`src/bb_detach_pkg.sv`:
```
package bb_detach_pkg;
  // register indices; byte address is four times the index
  localparam logic [15:0] IDX_TMO_LOW = 16'h413E;
  localparam logic [15:0] IDX_TMO_HIGH = 16'h413F;
  localparam logic [15:0] IDX_CTRL = 16'h4140;
  localparam logic [15:0] IDX_DESC_BASE = 16'h4141;
  localparam int DESC_WORDS = 12;
  localparam int DESC_BYTES = 48;
  // reset values
  localparam logic [15:0] TMO_RST = 16'h07D0;
  localparam logic CTRL_EN_RST = 1'b1;
  // control register fields
  localparam int CTRL_EN_BIT = 0;
  localparam int CTRL_BB_BIT = 8;
  localparam int CTRL_RUN_BIT = 9;
  // descriptor byte positions with named defaults, some of them zero
  localparam int DB_URL_IDX = 3;
  localparam int DB_NUM_MODES = 4;
  localparam int DB_PREF_MODE = 5;
  localparam int DB_VCONN_LO = 6;
  localparam int DB_VCONN_HI = 7;
  localparam int DB_CFG0 = 8;
  localparam int DB_BCD_LO = 40;
  localparam int DB_BCD_HI = 41;
  localparam int DB_SVID_HI = 45;
  localparam logic [7:0] URL_IDX_RST = 8'h01;
  localparam logic [7:0] NUM_MODES_RST = 8'h01;
  localparam logic [7:0] PREF_MODE_RST = 8'h00;
  localparam logic [7:0] VCONN_LO_RST = 8'h00;
  localparam logic [7:0] VCONN_HI_RST = 8'h80;
  localparam logic [7:0] CFG_UNSPEC_ERR = 8'h00;
  localparam logic [7:0] BCD_LO_RST = 8'h10;
  localparam logic [7:0] BCD_HI_RST = 8'h01;
  localparam logic [7:0] SVID_HI_RST = 8'hFF;
  // timing
  localparam int CLK_FREQ_HZ = 125_000_000;
  localparam int TICK_TIME_MS = 10;
  localparam int TICK_CYCLES_DFLT = (CLK_FREQ_HZ / 1000) * TICK_TIME_MS;
  // axi responses
  localparam logic [1:0] RESP_OKAY = 2'h0;
  localparam logic [1:0] RESP_SLVERR = 2'h2;
  typedef enum logic [2:0] {
    ST_DEFAULT = 3'b000,
    ST_BB_DETACH = 3'b001,
    ST_BB_ACTIVE = 3'b010,
    ST_BB_TIMING = 3'b011,
    ST_DEF_DETACH = 3'b100
  } bb_state_e;
endpackage

```
`src/bb_detach_timer.sv`:
```
`timescale 1ns/10ps
module bb_detach_timer import bb_detach_pkg::*; #(
  parameter int unsigned TICK_CYCLES = TICK_CYCLES_DFLT
) (
  input wire logic sys_clk_in, // core clock
  input wire logic rst_in, // synchronous reset, high
  input wire logic billboard_trigger_input_in, // pin, low asks for billboard
  input wire logic string_req_in, // pulse: host fetched alternate-mode string
  input wire logic [5:0] desc_addr_in, // descriptor byte index
  output logic [7:0] desc_data_out, // descriptor byte, one cycle later
  output logic detach_out, // high for one cycle while detaching
  output logic billboard_mode_out, // high while billboard descriptors shown
  input wire logic [31:0] s_axi_awaddr, // write address
  input wire logic s_axi_awvalid, // write address valid
  output logic s_axi_awready, // write address ready
  input wire logic [31:0] s_axi_wdata, // write data
  input wire logic [3:0] s_axi_wstrb, // byte strobes
  input wire logic s_axi_wvalid, // write data valid
  output logic s_axi_wready, // write data ready
  output logic [1:0] s_axi_bresp, // write response
  output logic s_axi_bvalid, // write response valid
  input wire logic s_axi_bready, // write response ready
  input wire logic [31:0] s_axi_araddr, // read address
  input wire logic s_axi_arvalid, // read address valid
  output logic s_axi_arready, // read address ready
  output logic [31:0] s_axi_rdata, // read data
  output logic [1:0] s_axi_rresp, // read response
  output logic s_axi_rvalid, // read data valid
  input wire logic s_axi_rready // read data ready
);

  function automatic logic is_desc(input logic [15:0] idx);
    is_desc = (idx >= IDX_DESC_BASE) && (idx < IDX_DESC_BASE + 16'(DESC_WORDS));
  endfunction

  function automatic logic [7:0] desc_default(input int i);
    case (i)
      DB_URL_IDX: desc_default = URL_IDX_RST;
      DB_NUM_MODES: desc_default = NUM_MODES_RST;
      DB_PREF_MODE: desc_default = PREF_MODE_RST;
      DB_VCONN_LO: desc_default = VCONN_LO_RST;
      DB_VCONN_HI: desc_default = VCONN_HI_RST;
      DB_BCD_LO: desc_default = BCD_LO_RST;
      DB_BCD_HI: desc_default = BCD_HI_RST;
      DB_SVID_HI: desc_default = SVID_HI_RST;
      default: desc_default = CFG_UNSPEC_ERR;
    endcase
  endfunction

  logic [31:0] awaddr_q, awaddr_d, wdata_q, wdata_d, araddr_q;
  logic [3:0] wstrb_q, wstrb_d;
  logic aw_held_q, aw_held_d, w_held_q, w_held_d;
  logic bvalid_q, bvalid_d, rvalid_q, rvalid_d;
  logic [1:0] bresp_q, bresp_d, rresp_q, rresp_d;
  logic [31:0] rdata_q, rdata_d;
  logic [15:0] tmo_q, tmo_d;
  logic en_q, en_d;
  logic [7:0] desc_q [DESC_BYTES];
  logic [7:0] desc_d [DESC_BYTES];
  logic [7:0] dout_q;
  logic wr_fire;
  logic [15:0] wr_idx, rd_idx;
  logic trig_s1_q, trig_s2_q, trig_s3_q, trig_stable_q, trig_stable_d;
  bb_state_e state_q, state_d;
  logic [31:0] tick_q, tick_d;
  logic [15:0] remain_q, remain_d;
  logic tick_hit, expire, start, trig_fall;

  // axi handshake outputs
  assign s_axi_awready = !aw_held_q;
  assign s_axi_wready = !w_held_q;
  assign s_axi_arready = !rvalid_q;
  assign s_axi_bvalid = bvalid_q;
  assign s_axi_bresp = bresp_q;
  assign s_axi_rvalid = rvalid_q;
  assign s_axi_rresp = rresp_q;
  assign s_axi_rdata = rdata_q;
  assign wr_fire = aw_held_q && w_held_q && !bvalid_q;
  assign wr_idx = awaddr_q[17:2];
  assign rd_idx = s_axi_araddr[17:2];

  // write channel capture, register writes and read answer
  always_comb
  begin
    awaddr_d = awaddr_q;
    wdata_d = wdata_q;
    wstrb_d = wstrb_q;
    aw_held_d = aw_held_q;
    w_held_d = w_held_q;
    bvalid_d = bvalid_q;
    bresp_d = bresp_q;
    rvalid_d = rvalid_q;
    rresp_d = rresp_q;
    rdata_d = rdata_q;
    tmo_d = tmo_q;
    en_d = en_q;
    desc_d = desc_q;
    if (s_axi_awvalid && !aw_held_q)
    begin
      awaddr_d = s_axi_awaddr;
      aw_held_d = 1'b1;
    end
    if (s_axi_wvalid && !w_held_q)
    begin
      wdata_d = s_axi_wdata;
      wstrb_d = s_axi_wstrb;
      w_held_d = 1'b1;
    end
    if (wr_fire)
    begin
      aw_held_d = 1'b0;
      w_held_d = 1'b0;
      bvalid_d = 1'b1;
      bresp_d = RESP_OKAY;
      if (wr_idx == IDX_TMO_LOW)
      begin
        if (wstrb_q[0]) tmo_d[7:0] = wdata_q[7:0];
      end
      else if (wr_idx == IDX_TMO_HIGH)
      begin
        if (wstrb_q[0]) tmo_d[15:8] = wdata_q[7:0];
      end
      else if (wr_idx == IDX_CTRL)
      begin
        if (wstrb_q[0]) en_d = wdata_q[CTRL_EN_BIT];
      end
      else if (is_desc(wr_idx))
      begin
        for (int b = 0; b < 4; b++)
        begin
          if (wstrb_q[b]) desc_d[int'(wr_idx - IDX_DESC_BASE) * 4 + b] = wdata_q[b*8 +: 8];
        end
      end
      else
      begin
        bresp_d = RESP_SLVERR;
      end
    end
    else if (bvalid_q && s_axi_bready)
    begin
      bvalid_d = 1'b0;
    end
    if (s_axi_arvalid && !rvalid_q)
    begin
      rvalid_d = 1'b1;
      rresp_d = RESP_OKAY;
      rdata_d = 32'h0000_0000;
      if (rd_idx == IDX_TMO_LOW) rdata_d[7:0] = tmo_q[7:0];
      else if (rd_idx == IDX_TMO_HIGH) rdata_d[7:0] = tmo_q[15:8];
      else if (rd_idx == IDX_CTRL)
      begin
        rdata_d[CTRL_EN_BIT] = en_q;
        rdata_d[CTRL_BB_BIT] = billboard_mode_out;
        rdata_d[CTRL_RUN_BIT] = (state_q == ST_BB_TIMING);
      end
      else if (is_desc(rd_idx))
      begin
        for (int b = 0; b < 4; b++)
        begin
          rdata_d[b*8 +: 8] = desc_q[int'(rd_idx - IDX_DESC_BASE) * 4 + b];
        end
      end
      else rresp_d = RESP_SLVERR;
    end
    else if (rvalid_q && s_axi_rready)
    begin
      rvalid_d = 1'b0;
    end
  end

  // register bank and bus state
  always_ff @(posedge sys_clk_in)
  begin
    if (rst_in)
    begin
      awaddr_q <= 32'h0000_0000;
      wdata_q <= 32'h0000_0000;
      wstrb_q <= 4'h0;
      aw_held_q <= 1'b0;
      w_held_q <= 1'b0;
      bvalid_q <= 1'b0;
      bresp_q <= RESP_OKAY;
      rvalid_q <= 1'b0;
      rresp_q <= RESP_OKAY;
      rdata_q <= 32'h0000_0000;
      tmo_q <= TMO_RST;
      en_q <= CTRL_EN_RST;
      for (int i = 0; i < DESC_BYTES; i++) desc_q[i] <= desc_default(i);
    end
    else
    begin
      awaddr_q <= awaddr_d;
      wdata_q <= wdata_d;
      wstrb_q <= wstrb_d;
      aw_held_q <= aw_held_d;
      w_held_q <= w_held_d;
      bvalid_q <= bvalid_d;
      bresp_q <= bresp_d;
      rvalid_q <= rvalid_d;
      rresp_q <= rresp_d;
      rdata_q <= rdata_d;
      tmo_q <= tmo_d;
      en_q <= en_d;
      desc_q <= desc_d;
    end
  end

  // descriptor byte port toward the endpoint
  always_ff @(posedge sys_clk_in)
  begin
    if (rst_in) dout_q <= 8'h00;
    else dout_q <= desc_q[desc_addr_in < 6'(DESC_BYTES) ? desc_addr_in : 6'h00];
  end
  assign desc_data_out = dout_q;

  // trigger pin: three flops, level accepted when second and third agree
  assign trig_stable_d = (trig_s2_q == trig_s3_q) ? trig_s3_q : trig_stable_q;
  always_ff @(posedge sys_clk_in)
  begin
    if (rst_in)
    begin
      trig_s1_q <= 1'b1;
      trig_s2_q <= 1'b1;
      trig_s3_q <= 1'b1;
      trig_stable_q <= 1'b1;
    end
    else
    begin
      trig_s1_q <= billboard_trigger_input_in;
      trig_s2_q <= trig_s1_q;
      trig_s3_q <= trig_s2_q;
      trig_stable_q <= trig_stable_d;
    end
  end
  assign trig_fall = trig_stable_q && !trig_stable_d;

  assign start = string_req_in && (state_q == ST_BB_ACTIVE);
  assign tick_hit = (tick_q == TICK_CYCLES - 1);
  assign expire = (state_q == ST_BB_TIMING) && (remain_q == 16'h0000);

  // attach sequencing and detach timer
  always_comb
  begin
    state_d = state_q;
    tick_d = tick_q;
    remain_d = remain_q;
    case (state_q)
      ST_DEFAULT: if (trig_fall && en_q) state_d = ST_BB_DETACH;
      ST_BB_DETACH: state_d = ST_BB_ACTIVE;
      ST_BB_ACTIVE:
      begin
        if (start)
        begin
          state_d = ST_BB_TIMING;
          remain_d = tmo_q;
          tick_d = 32'd0;
        end
      end
      ST_BB_TIMING:
      begin
        if (expire) state_d = ST_DEF_DETACH;
        else if (tick_hit)
        begin
          tick_d = 32'd0;
          remain_d = remain_q - 16'd1;
        end
        else tick_d = tick_q + 32'd1;
      end
      ST_DEF_DETACH: state_d = ST_DEFAULT;
      default: state_d = ST_DEFAULT;
    endcase
  end

  always_ff @(posedge sys_clk_in)
  begin
    if (rst_in)
    begin
      state_q <= ST_DEFAULT;
      tick_q <= 32'd0;
      remain_q <= 16'h0000;
    end
    else
    begin
      state_q <= state_d;
      tick_q <= tick_d;
      remain_q <= remain_d;
    end
  end

  assign detach_out = (state_q == ST_BB_DETACH) || (state_q == ST_DEF_DETACH);
  assign billboard_mode_out = (state_q == ST_BB_ACTIVE) || (state_q == ST_BB_TIMING);
endmodule // bb_detach_timer

```
`config.mk`:
```
export PLATFORM = sky130hd
export DESIGN_NAME = bb_detach_timer
export DESIGN_NICKNAME = d
export VERILOG_FILES = /design/src/bb_detach_pkg.sv /design/src/bb_detach_timer.sv
export SDC_FILE = /design/constraint.sdc
export NUM_CORES = 2
export LEC_CHECK = 0
export BUFFER_PORTS_ARGS = -buffer_cell sky130_fd_sc_hd__buf_4
export CORE_MARGIN = 8
export CORE_UTILIZATION = 35
export CTS_CLUSTER_SIZE = 16
export DETAILED_ROUTE_END_ITERATION = 10
export GPL_ROUTABILITY_DRIVEN = 0
export GPL_TIMING_DRIVEN = 0
export SKIP_CTS_REPAIR_TIMING = 1
export SLEW_MARGIN = 10
export SYNTH_ARGS = -nofsm -noshare
export SYNTH_HDL_FRONTEND = slang
export SYNTH_SLANG_ARGS = --single-unit
export TNS_END_PERCENT = 100
```
`constraint.sdc`:
```
create_clock -name sys_clk_in -period 4.7 [get_ports sys_clk_in]
set_input_delay 0 -clock sys_clk_in [delete_from_list [all_inputs] [get_ports sys_clk_in]]
set_output_delay 0 -clock sys_clk_in [all_outputs]
set_load 0.03 [all_outputs]
```
-- After elaboration in Yosys (flattened, before gate mapping)
Index checks and enable logic that the tools add are counted.
- flip-flop bits (word level): 558
- bits of input ports: 115
- output and inout bits: 51
- $add $sub $neg: 10
- order comparisons: 18
- eq/ne operators: 17
- multiplexer cells: 81
- bitwise gates (word level): 12
- reductions and logical operators: 37
- operators with widths (operator ; number):
    two-way mux 384 bit ; 19
    bitwise mux 384 bit ; 4
    >= comparator 32 x 7 -> 1 bit, second input constant ; 8
    inverter 32 bit ; 8
    binary-select mux 8 bit (select 6 bit) ; 5
    demux 8 bit (select 6 bit) ; 4
    < comparator 32 x 1 -> 1 bit, second input constant ; 4
    two-way mux 32 bit ; 4
    two-way mux 8 bit ; 16
    == test 16 x 15 -> 1 bit, second input constant ; 6
    adder 19 x 3 -> 20 bit, second input constant ; 4
    case mux 32 bit (2 select lines) ; 1
    two-way mux 16 bit ; 3
    two-way mux 24 bit ; 2
    adder 19 x 2 -> 20 bit, second input constant ; 2
    subtractor 16 x 15 -> 17 bit, second input constant ; 2
    adder 32 x 1 -> 32 bit, second input constant ; 1
    == test 32 x 21 -> 1 bit, second input constant ; 1
    >= comparator 16 x 15 -> 1 bit, second input constant ; 2
    < comparator 16 x 15 -> 1 bit, second input constant ; 2
    case mux 16 bit (2 select lines) ; 1
    two-way mux 22 bit ; 1
    two-way mux 2 bit ; 9
    logical AND 1 bit ; 17
    24 further kinds ; 49

-- Logic depth before layout (Yosys ltp)
- depth in word-level cells: 29
- mapped depth: 15

-- Worst setup path before layout
Ideal clock, no wire load.
- path type: register to register
- start point: register awaddr_q[4]
- end point: register desc_q[352] in the netlist's numbering
- library setup time: 0.120 ns
- arrival: 3.380 ns
- path slack: 1.200 ns
- stages on the path, launching flop included: 15
- buffers on the path: 3
- cells stage by stage: dfxtp_1 clkbuf_1 or4_1 or3_1 a21oi_1 nand2_1 o22ai_1 and3_1 ha_1 nor2b_1 nand4_2 buf_6 or4_4 buf_6 a211o_1
- word-level cells in the longest chain between the ends: 29
- elaborated cells between the ends (all ways): 61
- classes of those cells: add/sub (4); order compare (10); eq/ne (3); mux (31); bitwise (7); reduce/logical (6)
- RTL lines (item ; RTL line ; source):
    start, declared ; bb_detach_timer.sv:50 ; logic [31:0] awaddr_q, awaddr_d, wdata_q, wdata_d, araddr_q;
    start signal, assigned ; bb_detach_timer.sv:192 ; awaddr_q <= awaddr_d;
    branches (longest 29 deep; another with >= comparator 32 x 7 -> 1 bit) ; -- ;
    end signal, assigned ; bb_detach_timer.sv:204 ; desc_q <= desc_d;
    end, declared ; bb_detach_timer.sv:58 ; logic [7:0] desc_q [DESC_BYTES];
Several ways; the timed one is not identified. The select of a mux whose other input is x is not followed.
A chain may end at the register's enable or synchronous reset.

-- Worst setup path after layout
- start point: input port s_axi_araddr[2]
- end point: register rdata_q[12], in the netlist s_axi_rdata[12]
- word-level cells in the longest chain between the ends: 10
- elaborated cells between the ends (all ways): 16
- classes of those cells: add/sub (2); order compare (2); eq/ne (3); mux (7); bitwise (1); reduce/logical (1)
- RTL lines (item ; RTL line ; source):
    start, declared ; bb_detach_timer.sv:23 ; input wire logic [31:0] s_axi_araddr,
    subtractor 16 x 15 -> 17 bit ; bb_detach_timer.sv:160 ; rdata_d[b*8 +: 8] = desc_q[int'(rd_idx - IDX_DESC_BASE) * 4 + b];
    adder 19 x 2 -> 20 bit ; bb_detach_timer.sv:160 ;
    inverter 32 bit (implied by the code) ; bb_detach_timer.sv:160 ;
    binary-select mux 8 bit (select 6 bit) ; bb_detach_timer.sv:160 ;
    two-way mux 8 bit (implied by the code) (2 in series) ; bb_detach_timer.sv:160 ;
    two-way mux 32 bit ; bb_detach_timer.sv:156 ; else if (is_desc(rd_idx))
    two-way mux 22 bit ; bb_detach_timer.sv:150 ; else if (rd_idx == IDX_CTRL)
    two-way mux 24 bit ; bb_detach_timer.sv:149 ; else if (rd_idx == IDX_TMO_HIGH) rdata_d[7:0] = tmo_q[15:8];
    two-way mux 24 bit * ; bb_detach_timer.sv:148 ; if (rd_idx == IDX_TMO_LOW) rdata_d[7:0] = tmo_q[7:0];
    end signal, assigned ; bb_detach_timer.sv:201 ; rdata_q <= rdata_d;
    end, declared ; bb_detach_timer.sv:55 ; logic [31:0] rdata_q, rdata_d;
Mark *: on every way between the ends. The rest lies on a longest branch, timed or not. The select of a mux whose other input is x is not followed.

==> results_dict.tcl <==
set metrics [dict create \
    reg2reg_depth 14 \
    rsz0062_at_grt "false" \
    cpMostUsedCell "clkbuf_2" \
    p_leak_nw 11.2 \
    hold_class "primary input to flop" \
    synth.top_cells.by_area "dfxtp_1 (40%), nand2_1 (9.8%), a21oi_1 (8.7%)" \
    drc 0 \
    rows 103 \
    maxSlewViolCount 0 \
    cts_sinks 554 \
    power_density_nw_per_um2 330 \
    period_share_pct 99.7 \
    synth_top_area_share_pct 40.2 \
    start_kind "primary input" \
    violations "hold timing" \
    timing.rr.start "awaddr_q[4]$_SDFFE_PP0P_" \
    core_area_um2 78500 \
    syn_area_um2 27600 \
    final_hold_viol_count 1 \
    yosys_most_used_dff "dfxtp_1" \
    reg2reg_slack_ns 0.17 \
    final_common_cell "nand2_1" \
    synth_async_sr_flop_share_pct 0 \
    finish.utilization_pct 41.5 \
    dpl.hpwl_um 96100 \
    cp.arrival_ns 5.20 \
    clock_path_buffers 3 \
    grt_pass1_wl_um 176000 \
    grt_pass1_vias 24800 \
    cts_tree "built" \
    syn_inst 3272 \
    layout-drive-gt1-share_pct 12.7 \
    layout_common_cells "nand2_1 (717), dfxtp_1 (554), a21oi_1 (481)" \
    portBuffers 129 \
    critPathKind "primary input to flop" \
    regArea_um2 11100 \
    antenna_found_initial 9 \
    dieHeight_um 297 \
    finalClockSkew_ns 0.0326 \
    wire_per_inst_um 27.1 \
    crit_slowest_cell "clkbuf_1" \
    die_w_um 297 \
    drt_first_pass_iters 8 \
    setup_viol_count_final 0 \
    synth_top_cell_by_area "dfxtp_1" \
    track_usage_pct 26.7 \
    yosysWarnings 0 \
    fin_total_pwr_mw 10.8 \
    tightest_slew_ns 1.36 \
    crit_path_end_kind "flop" \
    nets 3651 \
    crit_start "s_axi_araddr[2]" \
    timing.hold.ws_ns -0.0287 \
    path_clk_slew_ns 0.06 \
    status "complete, but fails checks" \
    max-slew-margin-rel_pct 9.25 \
    clk-insertion-delay-late_ns 0.65 \
    ys_seq_area_share_pct 40.2 \
    root_buffer "clkbuf_16" \
    dr.first_iter.drc_count 4170 \
    fin_crit_ns 4.69 \
    vias 27400 \
    viasPerCell 5.92 \
    ant_nets 0 \
    r2r_end "desc_q[175]$_SDFFE_PP0P_" \
    critPathCapture "s_axi_rdata[12]$_SDFFE_PP0P_" \
    numCtsBuffers 58 \
    synth.avg_cell_area_um2 8.44 \
    wl_um 125000 \
    ys_types 79 \
    multi_input_area_um2 15400 \
    grt_overflow_total 0 \
    die-area_um2 88100 \
    cp.required_ns 5.21 \
    synth-edff-count 0 \
    peakVddDrop_mv 0.265 \
    crit_path_max_incr_delay_ns 0.80 \
    area.growth.synth_to_final_pct 18.0 \
    cts_max_level 2 \
    max_freq_mhz 213 \
    ys_ff_latch 554 \
    grt_max_degree 15 \
    start_util_pct 35.2 \
    crit_fanout 10 \
    ios 166 \
    worstPathCellList "buf_4, buf_2, clkbuf_2, clkbuf_2, inv_1, ha_1, clkbuf_1, clkbuf_2, clkbuf_1, mux4_2, mux2i_1, o21ai_1, a22oi_1, nor2_1" \
    drv_cap 0 \
    fillers 7911 \
]
==> area by class of cell <==
cell class,instances,area share [%]
multi-input cells,2440,47.3
flip-flops and latches,554,34.0
clock buffers,84,5.34
repair buffers,195,4.99
well taps,1050,4.03
plain buffers,259,3.23
clock inverters,19,0.783
inverters,20,0.230
diodes,3,0.0230
==> flip-flops by register name (all words and copies together) (netlist names) <==
signal	flops
desc_q	384
s_axi_rdata	32
tick_q	32
wdata_q	32
awaddr_q	16
remain_q	16
tmo_q	16
desc_data_out	8
wstrb_q	4
state_q	3
aw_held_q	1
en_q	1
s_axi_bresp	1
s_axi_bvalid	1
s_axi_rresp	1
s_axi_rvalid	1
trig_s1_q	1
trig_s2_q	1
trig_s3_q	1
trig_stable_q	1
w_held_q	1
==> worst min path at each step <==
stage                     cells after the start                          end  slack (ns)                        from
final                                         5  s_axi_rdata[0]$_SDFFE_PP0P_       -0.03            s_axi_araddr[13]
after global routing                          5  s_axi_rdata[0]$_SDFFE_PP0P_        0.02            s_axi_araddr[11]
after CTS                                     2    s_axi_rvalid$_SDFFE_PP0P_       -0.48                s_axi_rready
after detailed placement                      2         trig_s1_q$_SDFF_PP1_        0.19  billboard_trigger_input_in
after global placement                        2    s_axi_rvalid$_SDFFE_PP0P_        0.19                s_axi_rready
after floorplan                               1    s_axi_rvalid$_SDFFE_PP0P_         0.1                s_axi_rready
==> kinds of logic (layout without fill, tap and decap cells) <==
group / Yosys count / count (layout) / synth area share, %
simple gates: 1292 / 1292 / 21.4
other cells: 1 / 5 / 0.0136
compound gates: 772 / 772 / 16.3
mux: 334 / 334 / 16.6
fa+ha+maj: 8 / 8 / 0.363
xor+xnor: 32 / 32 / 1.02
buf+inv: 279 / 577 / 4.07
flops: 554 / 554 / 40.2
==> critical path: cells and delay by family <==
| family | cells | cell delay, ns |
|---|---|---|
| buf+inv | 8 | 3.49 |
| mux | 2 | 0.75 |
| compound gates | 2 | 0.57 |
| fa+ha+maj | 1 | 0.31 |
| simple gates | 1 | 0.05 |
==> power breakdown <==
part | total, mW | switching [mW] | internal [mW]
sequential | 4.79 | 0.0592 | 4.74
combinational | 1.06 | 0.744 | 0.320
clock | 4.91 | 2.03 | 2.88
==> per-stage QoR <==
stage                     area, um^2  std cells  TNS [ns]  setup WS, ns  hold slack, ns
after global placement         29900       4452    -35.10         -1.44           0.186
final                          32600       4624         0        0.0130         -0.0287
after floorplan                27600       3273         0          1.20          0.0990
after global routing           32600       4621         0        0.0295          0.0222
after CTS                      31900       4555    -15.03        -0.808          -0.484
after detailed placement       29900       4452    -36.27         -1.49           0.190
==> cell usage after synthesis, drive strengths merged (14+ instances only) <==
cell	n
a211o	22
a21oi	481
a222oi	14
a22oi	24
a2bb2oi	14
and3	19
buf	67
clkbuf	192
dfxtp	554
inv	20
mux2	29
mux2i	209
mux4	96
nand2	717
nand2b	21
nand3	68
nand4	19
nor2	279
nor2b	22
nor3	34
nor4	14
o211ai	35
o21ai	96
or2	35
or4	18
xnor2	18
xor2	14
==> layer usage <==
layer / vias to the layer above / GRT usage (%) / share of wire [%] / wire, um
li1: 12000 / - / - / -
met1: 13000 / 33.6 / 37 / 46800
met2: 1844 / 38.9 / 41 / 51900
met3: 489 / 8.26 / 13 / 16000
met4: 12 / 18.1 / 8.2 / 10300
met5: - / 0 / 0.090 / 112
(Power assumes the default switching activity.)
